==> config.mk <==
export PLATFORM = sky130hd
export DESIGN_NAME = scan_layer_trigger_sequencer
export DESIGN_NICKNAME = d
export VERILOG_FILES = /design/src/logic/scan_seq_pkg.sv /design/src/logic/scan_timer_if.sv /design/src/logic/scan_layer_trigger_sequencer.sv /design/src/logic/scan_interval_timer.sv /design/src/logic/scan_input_sync.sv
export SDC_FILE = /design/constraint.sdc
export NUM_CORES = 1
export LEC_CHECK = 0
export ABC_AREA = 1
export BUFFER_PORTS_ARGS = -buffer_cell sky130_fd_sc_hd__buf_4
export CELL_PAD_IN_SITES_DETAIL_PLACEMENT = 1
export CELL_PAD_IN_SITES_GLOBAL_PLACEMENT = 1
export CORE_MARGIN = 2
export CORE_UTILIZATION = 49
export CTS_BUF_LIST = sky130_fd_sc_hd__clkbuf_4
export DETAILED_ROUTE_END_ITERATION = 6
export GPL_TIMING_DRIVEN = 0
export PLACE_DENSITY_LB_ADDON = 0.2
export SYNTH_ARGS = -nofsm -noshare
export SYNTH_HDL_FRONTEND = slang
export SYNTH_HIERARCHICAL = 1
export SYNTH_SLANG_ARGS = --single-unit
==> constraint.sdc <==
create_clock -name I_CLK_SYS -period 8.95 [get_ports I_CLK_SYS]
set_clock_uncertainty 0.1 [all_clocks]
set_input_delay 1.3425 -clock I_CLK_SYS [delete_from_list [all_inputs] [get_ports I_CLK_SYS]]
set_output_delay 1.3425 -clock I_CLK_SYS [all_outputs]
set_load 0.1 [all_outputs]
==> src/logic/scan_seq_pkg.sv <==
// Purpose: Shared constants and types of the scan-layer trigger sequencer.
// Assumes: 25 MHz system clock, 32-bit APB register bus.
// Notes:   Offsets are byte addresses of aligned 32-bit words.
package scan_seq_pkg;

	// Clock and timer resolution
	localparam int CLK_PERIOD_NS    = 40;
	localparam int MS_PERIOD_NS     = 1_000_000;
	localparam int MS_CYCLES        = (MS_PERIOD_NS + CLK_PERIOD_NS - 1) / CLK_PERIOD_NS;

	// Interval in milliseconds, 0 to 99999.999 s
	localparam int INTERVAL_W       = 27;
	localparam int INTERVAL_MAX_MS  = 99_999_999;

	// Scan repeat total, 0 means infinite
	localparam int COUNT_W          = 14;
	localparam int COUNT_MAX        = 9999;

	// Trigger bus lines, numbered 1 to 6
	localparam int NUM_LINES        = 6;
	localparam int LINE_W           = 3;

	// Register offsets
	localparam logic [7:0] ADDR_CTRL     = 8'h00;
	localparam logic [7:0] ADDR_LINES    = 8'h04;
	localparam logic [7:0] ADDR_INTERVAL = 8'h08;
	localparam logic [7:0] ADDR_COUNT    = 8'h0C;
	localparam logic [7:0] ADDR_STATUS   = 8'h10;
	localparam logic [7:0] ADDR_CMD      = 8'h14;

	// Field positions
	localparam int CTRL_SRC_LSB     = 0;
	localparam int CTRL_BYPASS_BIT  = 3;
	localparam int LINES_IN_LSB     = 0;
	localparam int LINES_OUT_LSB    = 8;
	localparam int CMD_ARM_BIT      = 0;
	localparam int CMD_BUSTRG_BIT   = 1;
	localparam int CMD_ABORT_BIT    = 2;
	localparam int STAT_STATE_LSB   = 0;
	localparam int STAT_EXPIRED_BIT = 2;
	localparam int STAT_FIRST_BIT   = 3;
	localparam int STAT_COUNT_LSB   = 16;

	// Pacing sources
	typedef enum logic [2:0] {
		SRC_TIMER    = 3'h0,
		SRC_EXTERNAL = 3'h1,
		SRC_BUS      = 3'h2,
		SRC_MANUAL   = 3'h3,
		SRC_TLINK    = 3'h4,
		SRC_IMMED    = 3'h5,
		SRC_HOLD     = 3'h6
	} source_type;

	// Sequencer states, Gray along idle, wait, scan, return
	typedef enum logic [1:0] {
		ST_IDLE   = 2'b00,
		ST_WAIT   = 2'b01,
		ST_SCAN   = 2'b11,
		ST_RETURN = 2'b10
	} state_type;

	// Values after reset
	localparam source_type            RST_SOURCE   = SRC_IMMED;
	localparam logic                  RST_BYPASS   = 1'b0;
	localparam logic [LINE_W-1:0]     RST_IN_LINE  = 3'h1;
	localparam logic [LINE_W-1:0]     RST_OUT_LINE = 3'h2;
	localparam logic [INTERVAL_W-1:0] RST_INTERVAL = 27'h0000001;
	localparam logic [COUNT_W-1:0]    RST_COUNT    = 14'h0001;

endpackage

==> src/logic/scan_timer_if.sv <==
// Purpose: Carries restart, interval and expiry between sequencer and timer.
// Assumes: Both ends on the system clock.
// Notes:   Expiry is a level that stays up until the next restart.
`timescale 1ns/1ns
interface scan_timer_if;
	import scan_seq_pkg::*;
	logic                  restart;
	logic [INTERVAL_W-1:0] interval;
	logic                  expired;
	modport ctrl  (output restart, output interval, input expired);
	modport timer (input restart, input interval, output expired);
endinterface

==> src/logic/scan_layer_trigger_sequencer.sv <==
// Purpose: Scan-layer sequencer: picks the pacing event, counts scans, hands over to the channel layer.
// Assumes: APB slave on the system clock; channel layer runs on the same clock.
// Notes:   Pins pass a two-flop synchroniser; zero-wait APB with registered read data.
//
// Design decisions made here: the register offsets and the APB register port.
`timescale 1ns/1ns
module scan_layer_trigger_sequencer
	import scan_seq_pkg::*;
#(
	parameter int MS_CYCLES_P = MS_CYCLES
) (
	// Clock and reset
	input  wire logic                 I_CLK_SYS,
	input  wire logic                 I_ARST_N,
	// APB slave
	input  wire logic                 I_PSEL,
	input  wire logic                 I_PENABLE,
	input  wire logic                 I_PWRITE,
	input  wire logic [7:0]           I_PADDR,
	input  wire logic [31:0]          I_PWDATA,
	output wire logic [31:0]          O_PRDATA,
	output wire logic                 O_PREADY,
	output wire logic                 O_PSLVERR,
	// Trigger pins
	input  wire logic                 I_EXT_TRIG,
	input  wire logic                 I_STEP_KEY,
	input  wire logic [NUM_LINES-1:0] I_TLINE_IN,
	output wire logic [NUM_LINES-1:0] O_TLINE_OUT,
	output wire logic [NUM_LINES-1:0] O_TLINE_OE,
	// Channel layer
	input  wire logic                 I_CHAN_EVENT,
	input  wire logic                 I_SCAN_DONE,
	output wire logic                 O_SCAN_START,
	output wire logic                 O_CHAN_STEP,
	output wire logic                 O_SCAN_ACTIVE,
	// Arm layer
	output wire logic                 O_ARM_RETURN
);
	localparam int SYNC_W = NUM_LINES + 2;

	// Line number to one-hot mask; zero for numbers outside 1 to 6
	function automatic logic [NUM_LINES-1:0] line_onehot(input logic [LINE_W-1:0] num);
		logic [NUM_LINES-1:0] mask;
		mask = '0;
		for (int i = 0; i < NUM_LINES; i++) begin
			if (num == LINE_W'(i + 1)) begin
				mask[i] = 1'b1;
			end
		end
		return mask;
	endfunction

	// Write refused for unknown and read-only offsets, out-of-range values and equal in and out lines
	function automatic logic write_refused(input logic [7:0] addr, input logic [31:0] data);
		logic [LINE_W-1:0] in_l;
		logic [LINE_W-1:0] out_l;
		logic              bad;
		in_l  = data[LINES_IN_LSB +: LINE_W];
		out_l = data[LINES_OUT_LSB +: LINE_W];
		bad   = 1'b0;
		if (addr == ADDR_CTRL) begin
			bad = (data[CTRL_SRC_LSB +: 3] > 3'(SRC_HOLD));
		end else if (addr == ADDR_LINES) begin
			bad = (line_onehot(in_l) == '0) || (line_onehot(out_l) == '0) || (in_l == out_l);
		end else if (addr == ADDR_INTERVAL) begin
			bad = (data > 32'(INTERVAL_MAX_MS));
		end else if (addr == ADDR_COUNT) begin
			bad = (data > 32'(COUNT_MAX));
		end else if (addr == ADDR_CMD) begin
			bad = 1'b0;
		end else begin
			bad = 1'b1;
		end
		return bad;
	endfunction

	// Configuration and state
	source_type            source_reg;
	logic                  bypass_reg;
	logic [LINE_W-1:0]     in_line_reg;
	logic [LINE_W-1:0]     out_line_reg;
	logic [INTERVAL_W-1:0] interval_reg;
	logic [COUNT_W-1:0]    total_reg;
	logic [COUNT_W-1:0]    done_cnt_reg;
	logic                  first_pass_reg;
	state_type             state_reg;
	state_type             state_next;

	// Bus side
	logic [31:0]           prdata_reg;
	logic                  err_reg;
	logic                  setup;
	logic                  wr_commit;
	logic                  cmd_arm;
	logic                  cmd_bustrg;
	logic                  cmd_abort;

	// Events and outputs
	logic [SYNC_W-1:0]     rise;
	logic                  ext_evt;
	logic                  key_evt;
	logic                  tlink_evt;
	logic                  pace_evt;
	logic                  go;
	logic                  last_scan;
	logic                  scan_start_reg;
	logic                  chan_step_reg;
	logic                  arm_return_reg;
	logic [NUM_LINES-1:0]  tline_out_reg;

	scan_timer_if tmr_if ();

	scan_interval_timer #(
		.MS_CYCLES_P (MS_CYCLES_P)
	) u_timer (
		.i_clk    (I_CLK_SYS),
		.i_arst_n (I_ARST_N),
		.tmr      (tmr_if.timer)
	);

	scan_input_sync #(
		.WIDTH (SYNC_W)
	) u_sync (
		.i_clk    (I_CLK_SYS),
		.i_arst_n (I_ARST_N),
		.i_async  ({I_TLINE_IN, I_STEP_KEY, I_EXT_TRIG}),
		.o_rise   (rise)
	);

	assign ext_evt   = rise[0];
	assign key_evt   = rise[1];
	assign tlink_evt = |(rise[SYNC_W-1:2] & line_onehot(in_line_reg));

	// APB decode
	assign setup      = I_PSEL && !I_PENABLE;
	assign wr_commit  = I_PSEL && I_PENABLE && I_PWRITE && !err_reg;
	assign cmd_arm    = wr_commit && (I_PADDR == ADDR_CMD) && I_PWDATA[CMD_ARM_BIT];
	assign cmd_bustrg = wr_commit && (I_PADDR == ADDR_CMD) && I_PWDATA[CMD_BUSTRG_BIT];
	assign cmd_abort  = wr_commit && (I_PADDR == ADDR_CMD) && I_PWDATA[CMD_ABORT_BIT];

	// Error and read data settle in the setup cycle, so the access needs no wait
	always_ff @(posedge I_CLK_SYS or negedge I_ARST_N) begin
		if (!I_ARST_N) begin
			err_reg <= 1'b0;
		end else if (setup) begin
			if (I_PWRITE) begin
				err_reg <= write_refused(I_PADDR, I_PWDATA);
			end else begin
				// Reads fail only on unmapped offsets; zero data would trip the line check
				err_reg <= !(I_PADDR == ADDR_STATUS || I_PADDR == ADDR_LINES) && write_refused(I_PADDR, 32'h00000000);
			end
		end
	end

	always_ff @(posedge I_CLK_SYS or negedge I_ARST_N) begin
		if (!I_ARST_N) begin
			prdata_reg <= 32'h00000000;
		end else if (setup && !I_PWRITE) begin
			prdata_reg <= 32'h00000000;
			if (I_PADDR == ADDR_CTRL) begin
				prdata_reg[CTRL_SRC_LSB +: 3] <= source_reg;
				prdata_reg[CTRL_BYPASS_BIT]   <= bypass_reg;
			end else if (I_PADDR == ADDR_LINES) begin
				prdata_reg[LINES_IN_LSB +: LINE_W]  <= in_line_reg;
				prdata_reg[LINES_OUT_LSB +: LINE_W] <= out_line_reg;
			end else if (I_PADDR == ADDR_INTERVAL) begin
				prdata_reg[INTERVAL_W-1:0] <= interval_reg;
			end else if (I_PADDR == ADDR_COUNT) begin
				prdata_reg[COUNT_W-1:0] <= total_reg;
			end else if (I_PADDR == ADDR_STATUS) begin
				prdata_reg[STAT_STATE_LSB +: 2]        <= state_reg;
				prdata_reg[STAT_EXPIRED_BIT]           <= tmr_if.expired;
				prdata_reg[STAT_FIRST_BIT]             <= first_pass_reg;
				prdata_reg[STAT_COUNT_LSB +: COUNT_W]  <= done_cnt_reg;
			end
		end
	end

	// Configuration registers
	always_ff @(posedge I_CLK_SYS or negedge I_ARST_N) begin
		if (!I_ARST_N) begin
			source_reg   <= RST_SOURCE;
			bypass_reg   <= RST_BYPASS;
			in_line_reg  <= RST_IN_LINE;
			out_line_reg <= RST_OUT_LINE;
			interval_reg <= RST_INTERVAL;
			total_reg    <= RST_COUNT;
		end else if (wr_commit) begin
			if (I_PADDR == ADDR_CTRL) begin
				source_reg <= source_type'(I_PWDATA[CTRL_SRC_LSB +: 3]);
				bypass_reg <= I_PWDATA[CTRL_BYPASS_BIT];
			end else if (I_PADDR == ADDR_LINES) begin
				in_line_reg  <= I_PWDATA[LINES_IN_LSB +: LINE_W];
				out_line_reg <= I_PWDATA[LINES_OUT_LSB +: LINE_W];
			end else if (I_PADDR == ADDR_INTERVAL) begin
				interval_reg <= I_PWDATA[INTERVAL_W-1:0];
			end else if (I_PADDR == ADDR_COUNT) begin
				total_reg <= I_PWDATA[COUNT_W-1:0];
			end
		end
	end

	// Pacing event per source; hold yields none until the source is rewritten
	always_comb begin
		pace_evt = 1'b0;
		case (source_reg)
			SRC_TIMER:    pace_evt = tmr_if.expired || key_evt;
			SRC_EXTERNAL: pace_evt = ext_evt || key_evt;
			SRC_BUS:      pace_evt = cmd_bustrg || key_evt;
			SRC_MANUAL:   pace_evt = key_evt;
			SRC_TLINK:    pace_evt = tlink_evt || key_evt;
			SRC_IMMED:    pace_evt = 1'b1;
			SRC_HOLD:     pace_evt = 1'b0;
			default:      pace_evt = 1'b0;
		endcase
		// Acceptor (bypass off) always waits for the event
		if (bypass_reg && first_pass_reg && (source_reg == SRC_EXTERNAL || source_reg == SRC_TLINK)) begin
			pace_evt = 1'b1;
		end
	end

	assign go        = (state_reg == ST_WAIT) && pace_evt && !cmd_abort;
	assign last_scan = (total_reg != '0) && (done_cnt_reg + 1'b1 == total_reg);

	// Sequencer; scan completion or an abort leaves the scan state
	always_comb begin
		state_next = state_reg;
		case (state_reg)
			ST_IDLE: begin
				if (cmd_arm) begin
					state_next = ST_WAIT;
				end
			end
			ST_WAIT: begin
				if (cmd_abort) begin
					state_next = ST_IDLE;
				end else if (go) begin
					state_next = ST_SCAN;
				end
			end
			ST_SCAN: begin
				if (cmd_abort) begin
					state_next = ST_IDLE;
				end else if (I_SCAN_DONE) begin
					state_next = last_scan ? ST_RETURN : ST_WAIT;
				end
			end
			ST_RETURN: begin
				state_next = ST_IDLE;
			end
			default: begin
				state_next = ST_IDLE;
			end
		endcase
	end

	always_ff @(posedge I_CLK_SYS or negedge I_ARST_N) begin
		if (!I_ARST_N) begin
			state_reg <= ST_IDLE;
		end else begin
			state_reg <= state_next;
		end
	end

	// Scan counter and first-pass flag
	always_ff @(posedge I_CLK_SYS or negedge I_ARST_N) begin
		if (!I_ARST_N) begin
			done_cnt_reg   <= '0;
			first_pass_reg <= 1'b0;
		end else if (state_reg == ST_IDLE && cmd_arm) begin
			done_cnt_reg   <= '0;
			first_pass_reg <= 1'b1;
		end else begin
			if (go) begin
				first_pass_reg <= 1'b0;
			end
			if (state_reg == ST_SCAN && I_SCAN_DONE && !cmd_abort) begin
				done_cnt_reg <= done_cnt_reg + 1'b1;
			end
		end
	end

	// Timer measures from each scan start; also from arming, so the first scan waits one interval
	assign tmr_if.restart  = go || (state_reg == ST_IDLE && cmd_arm);
	assign tmr_if.interval = interval_reg;

	// Hand-over pulses and trigger-bus output pulse
	always_ff @(posedge I_CLK_SYS or negedge I_ARST_N) begin
		if (!I_ARST_N) begin
			scan_start_reg <= 1'b0;
			chan_step_reg  <= 1'b0;
			arm_return_reg <= 1'b0;
			tline_out_reg  <= '0;
		end else begin
			scan_start_reg <= go;
			chan_step_reg  <= (state_reg == ST_SCAN) && I_CHAN_EVENT;
			arm_return_reg <= (state_reg == ST_RETURN);
			tline_out_reg  <= (go && source_reg == SRC_TLINK) ? line_onehot(out_line_reg) : '0;
		end
	end

	assign O_PRDATA      = prdata_reg;
	assign O_PREADY      = 1'b1;
	assign O_PSLVERR     = I_PSEL && I_PENABLE && err_reg;
	assign O_SCAN_START  = scan_start_reg;
	assign O_CHAN_STEP   = chan_step_reg;
	assign O_ARM_RETURN  = arm_return_reg;
	assign O_SCAN_ACTIVE = (state_reg == ST_SCAN);
	assign O_TLINE_OUT   = tline_out_reg;
	assign O_TLINE_OE    = tline_out_reg;

endmodule

==> src/logic/scan_interval_timer.sv <==
// Purpose: Millisecond interval timer measured from the last restart.
// Assumes: MS_CYCLES system clocks make one millisecond.
// Notes:   Elapsed time saturates, so a late scan still sees expiry.
`timescale 1ns/1ns
module scan_interval_timer
	import scan_seq_pkg::*;
#(
	parameter int MS_CYCLES_P = MS_CYCLES
) (
	// Clock and reset
	input  wire logic i_clk,
	input  wire logic i_arst_n,
	// Timer link
	scan_timer_if.timer tmr
);
	localparam int PRESC_W = $clog2(MS_CYCLES_P + 1);

	logic [PRESC_W-1:0]    presc_reg;
	logic [INTERVAL_W-1:0] elapsed_reg;

	if (MS_CYCLES_P < 1) begin : g_check
		$error("MS_CYCLES_P must be at least one");
	end

	always_ff @(posedge i_clk or negedge i_arst_n) begin
		if (!i_arst_n) begin
			presc_reg   <= '0;
			elapsed_reg <= '0;
		end else if (tmr.restart) begin
			presc_reg   <= '0;
			elapsed_reg <= '0;
		end else if (elapsed_reg != {INTERVAL_W{1'b1}}) begin
			if (presc_reg == PRESC_W'(MS_CYCLES_P - 1)) begin
				presc_reg   <= '0;
				elapsed_reg <= elapsed_reg + 1'b1;
			end else begin
				presc_reg <= presc_reg + 1'b1;
			end
		end
	end

	// Expiry holds until restart
	assign tmr.expired = (elapsed_reg >= tmr.interval);

endmodule

==> src/logic/scan_input_sync.sv <==
// Purpose: Two-flop synchroniser with rising-edge pulse per bit.
// Assumes: Inputs are asynchronous pins, active high.
// Notes:   Only the second flop feeds the edge detector.
`timescale 1ns/1ns
module scan_input_sync #(
	parameter int WIDTH = 8
) (
	// Clock and reset
	input  wire logic             i_clk,
	input  wire logic             i_arst_n,
	// Pins and pulses
	input  wire logic [WIDTH-1:0] i_async,
	output wire logic [WIDTH-1:0] o_rise
);
	logic [WIDTH-1:0] meta_reg;
	logic [WIDTH-1:0] sync_reg;
	logic [WIDTH-1:0] prev_reg;

	if (WIDTH < 1) begin : g_check
		$error("WIDTH must be at least one");
	end

	always_ff @(posedge i_clk or negedge i_arst_n) begin
		if (!i_arst_n) begin
			meta_reg <= '0;
			sync_reg <= '0;
			prev_reg <= '0;
		end else begin
			meta_reg <= i_async;
			sync_reg <= meta_reg;
			prev_reg <= sync_reg;
		end
	end

	assign o_rise = sync_reg & ~prev_reg;

endmodule

==> impl_metrics.ini <==
[clock_network]
cts-hold-fix-buffers = 0
clock-sinks = 174
cts-htree-levels = 4
cts.path.max_buffers = 2
cts_buffers = 17
clock_latency_ns = 0.62
cts-root-buf = clkbuf_4
post_cts_resized = 0
post_cts_buffers = 0
cts.clk_slew.worst_paths_ns = 0.19
cts_tree = done

[layout]
regArea_mm2 = 0.00436
area_growth_pct = 14.4
multi_input_area_mm2 = 0.00465
nNetsFinal = 1482
drive_above_1_share_pct = 16.4
final_common_cell = nand2_1
largest_reg_flops = 30
fill_cells = 2540
final_cell_mix = nand2_1 (385), dfrtp_1 (168), inv_1 (149)

[global_routing]
antenna_found_initial = 1
grtUsageTotal_pct = 29.6
grt_pass1_vias = 9760
gr-total-overflow = 0
grt_pass1_wl_mm = 50.3
grt_max_degree = 102

[route]
routed_wl_mm = 30.7
wl_per_cell_um = 18.3
dr.pass1.iters = 5
antenna_left = 0
vias_per_cell = 5.53
dr_total_vias = 9266
drc = 0
drtIter0Drc = 583

[synthesis]
synthDistinctLibCells = 51
synth_warnings = 6
async_flop_share_pct = 100
postSynthAreaPerCell_um2 = 7.70
yosys_most_used_dff = dfrtp_1
synth_edf_count = 0
synth.cell_area_mm2 = 0.00982
syn_inst = 1275
synth-seq-cells = 174
yosysSeqAreaShare_pct = 44.4

[die]
pin_count = 105
fp.coreArea_mm2 = 0.0196
start_util_pct = 50.1
rows = 51
fp.dieH_um = 146
dieArea_mm2 = 0.0212
chipWidth_um = 146

[placed_design]
hpwl_mm = 23.7
io_buffers = 101
place_congestion = 0.930

[worst_setup_path]
slowest_stage = dfrtp_1
cp_top_family = simple AND/OR/NAND/NOR gates
path_cells = inv_1 > ha_1 > nand2_1 > inv_1 > nor2_1 > o21a_1 > nand3_1 > nand2_1 > nand3_1 > nand2_1 > nor2_1 > nor2_1 > nand3_1 > nand2_1 > nand2_1 > nand2_1 > nand2_1 > nand2_1 > nand2_1 > inv_1 > buf_1 > nand3_2 > buf_4 > o21ai_1
cp.arrival_ns = 4.45
critPathRequiredTime_ns = 9.37
crit_fanout = 10
slowest_delay_ns = 0.45
path_buf_inv = 5
crit_path_start_kind = flip-flop
path_class = flip-flop to flip-flop
critPathCaptureType = flip-flop
crit_top_cell = nand2_1

[timing]
max_freq_mhz = 248
tightest_slew_ns = 0.674
rsz0062_at_grt = no
fin_crit_ns = 4.03
tns_ns = 0
slew_violations = 0
setup_viol = 0
fin_crit_sh_pct = 45.0
slew_headroom_pct = 55.1
timing_hold_violations_final = 0

[power]
powerDensity_mw_per_mm2 = 164
finalPower_mw = 1.84
ir_worst_vdd_v = 0.0000805
power.leakage_nw = 5.45

[worst_hold_path]
min_path_type = flip-flop to flip-flop

[outcome]
status = finished, final reports clean

[job]
maxCapViolCount = 0
logic make-up after synthesis:
family	Yosys count	share of synthesized area, %
AND/OR/NAND/NOR	682	30.7
buffers and inverters	193	8.28
flip-flops	174	44.4
AO/OA/AOI/OAI	172	10.6
adder cells (fa/ha/maj)	30	3.82
XOR/XNOR	16	1.43
multiplexers	6	0.688
other	2	0.0765
synthesized netlist by cell type, types with 8 or more instances:
master	count	share of area, %
a21oi_1	30	1.5
buf_4	12	0.92
dfrtp_1	168	43
ha_1	30	3.8
inv_1	149	5.7
inv_2	11	0.42
nand2_1	385	15
nand2_2	9	0.57
nand3_1	91	4.6
nand3b_1	8	0.61
nand4_1	23	1.5
nor2_1	115	4.4
nor2_2	13	0.83
nor3_1	12	0.61
o211ai_1	9	0.69
o21ai_0	57	2.9
o21ai_1	33	1.7
o22ai_2	8	1.0
xor2_1	11	0.98
stage by stage:
stage	instances	cell area, µm²	worst slack [ns]	hold slack (ns)	util (%)
final	1676	11200	4.92	0.265	57.4
after global routing	1676	11200	4.65	0.260	57.4
after CTS	1675	11200	4.94	0.260	57.3
after detailed placement	1643	10900	4.67	0.236	55.9
after global placement	1642	10900	4.79	0.232	55.7
after floorplan	1276	9820	4.82	0.231	-
metal layers:
layer	vias to the layer above	part of all wire (%)	global-route usage, %	wire [µm]
met5	-	0	0	0
met4	0	2.0	8.53	601
met3	39	4.9	4.33	1500
met2	256	49	50.1	14900
met1	4608	44	39.8	13600
li1	4363	-	-	-
worst paths after layout:
kind                                                        to                    startpoint  slack, ns  cells past startpoint
max                        u_timer/elapsed_reg[14]$_DFFE_PN0P_  interval_reg[10]$_DFFE_PN0P_       4.92                     24
min in group asynchronous         done_cnt_reg[10]$_DFFE_PN0P_                      I_ARST_N       0.54                      1
max reg2reg                u_timer/elapsed_reg[14]$_DFFE_PN0P_  interval_reg[10]$_DFFE_PN0P_       4.92                     24
min reg2reg                       u_sync/sync_reg[2]$_DFF_PN0_  u_sync/meta_reg[2]$_DFF_PN0_       0.27                      0
max in group asynchronous           in_line_reg[0]$_DFFE_PN1P_                      I_ARST_N       7.26                      2
min                               u_sync/sync_reg[2]$_DFF_PN0_  u_sync/meta_reg[2]$_DFF_PN0_       0.27                      0
cell type report:
| cell class | instances | area share, % |
|---|---|---|
| buffer | 33 | 1.89 |
| timing repair buffer | 102 | 7.06 |
| inverter | 160 | 5.34 |
| sequential | 174 | 38.8 |
| multi-input combinational | 909 | 41.4 |
| tap | 265 | 2.95 |
| clock inverter | 15 | 1.41 |
| antenna | 1 | 0.0223 |
| clock buffer | 17 | 1.14 |
where the power goes:
part,internal [mW],total [mW],switching (mW)
Clock,0.130,0.470,0.340
Combinational,0.142,0.451,0.309
Sequential,0.846,0.919,0.0735
Total,1.12,1.84,0.723
(Power assumes the default switching activity.)
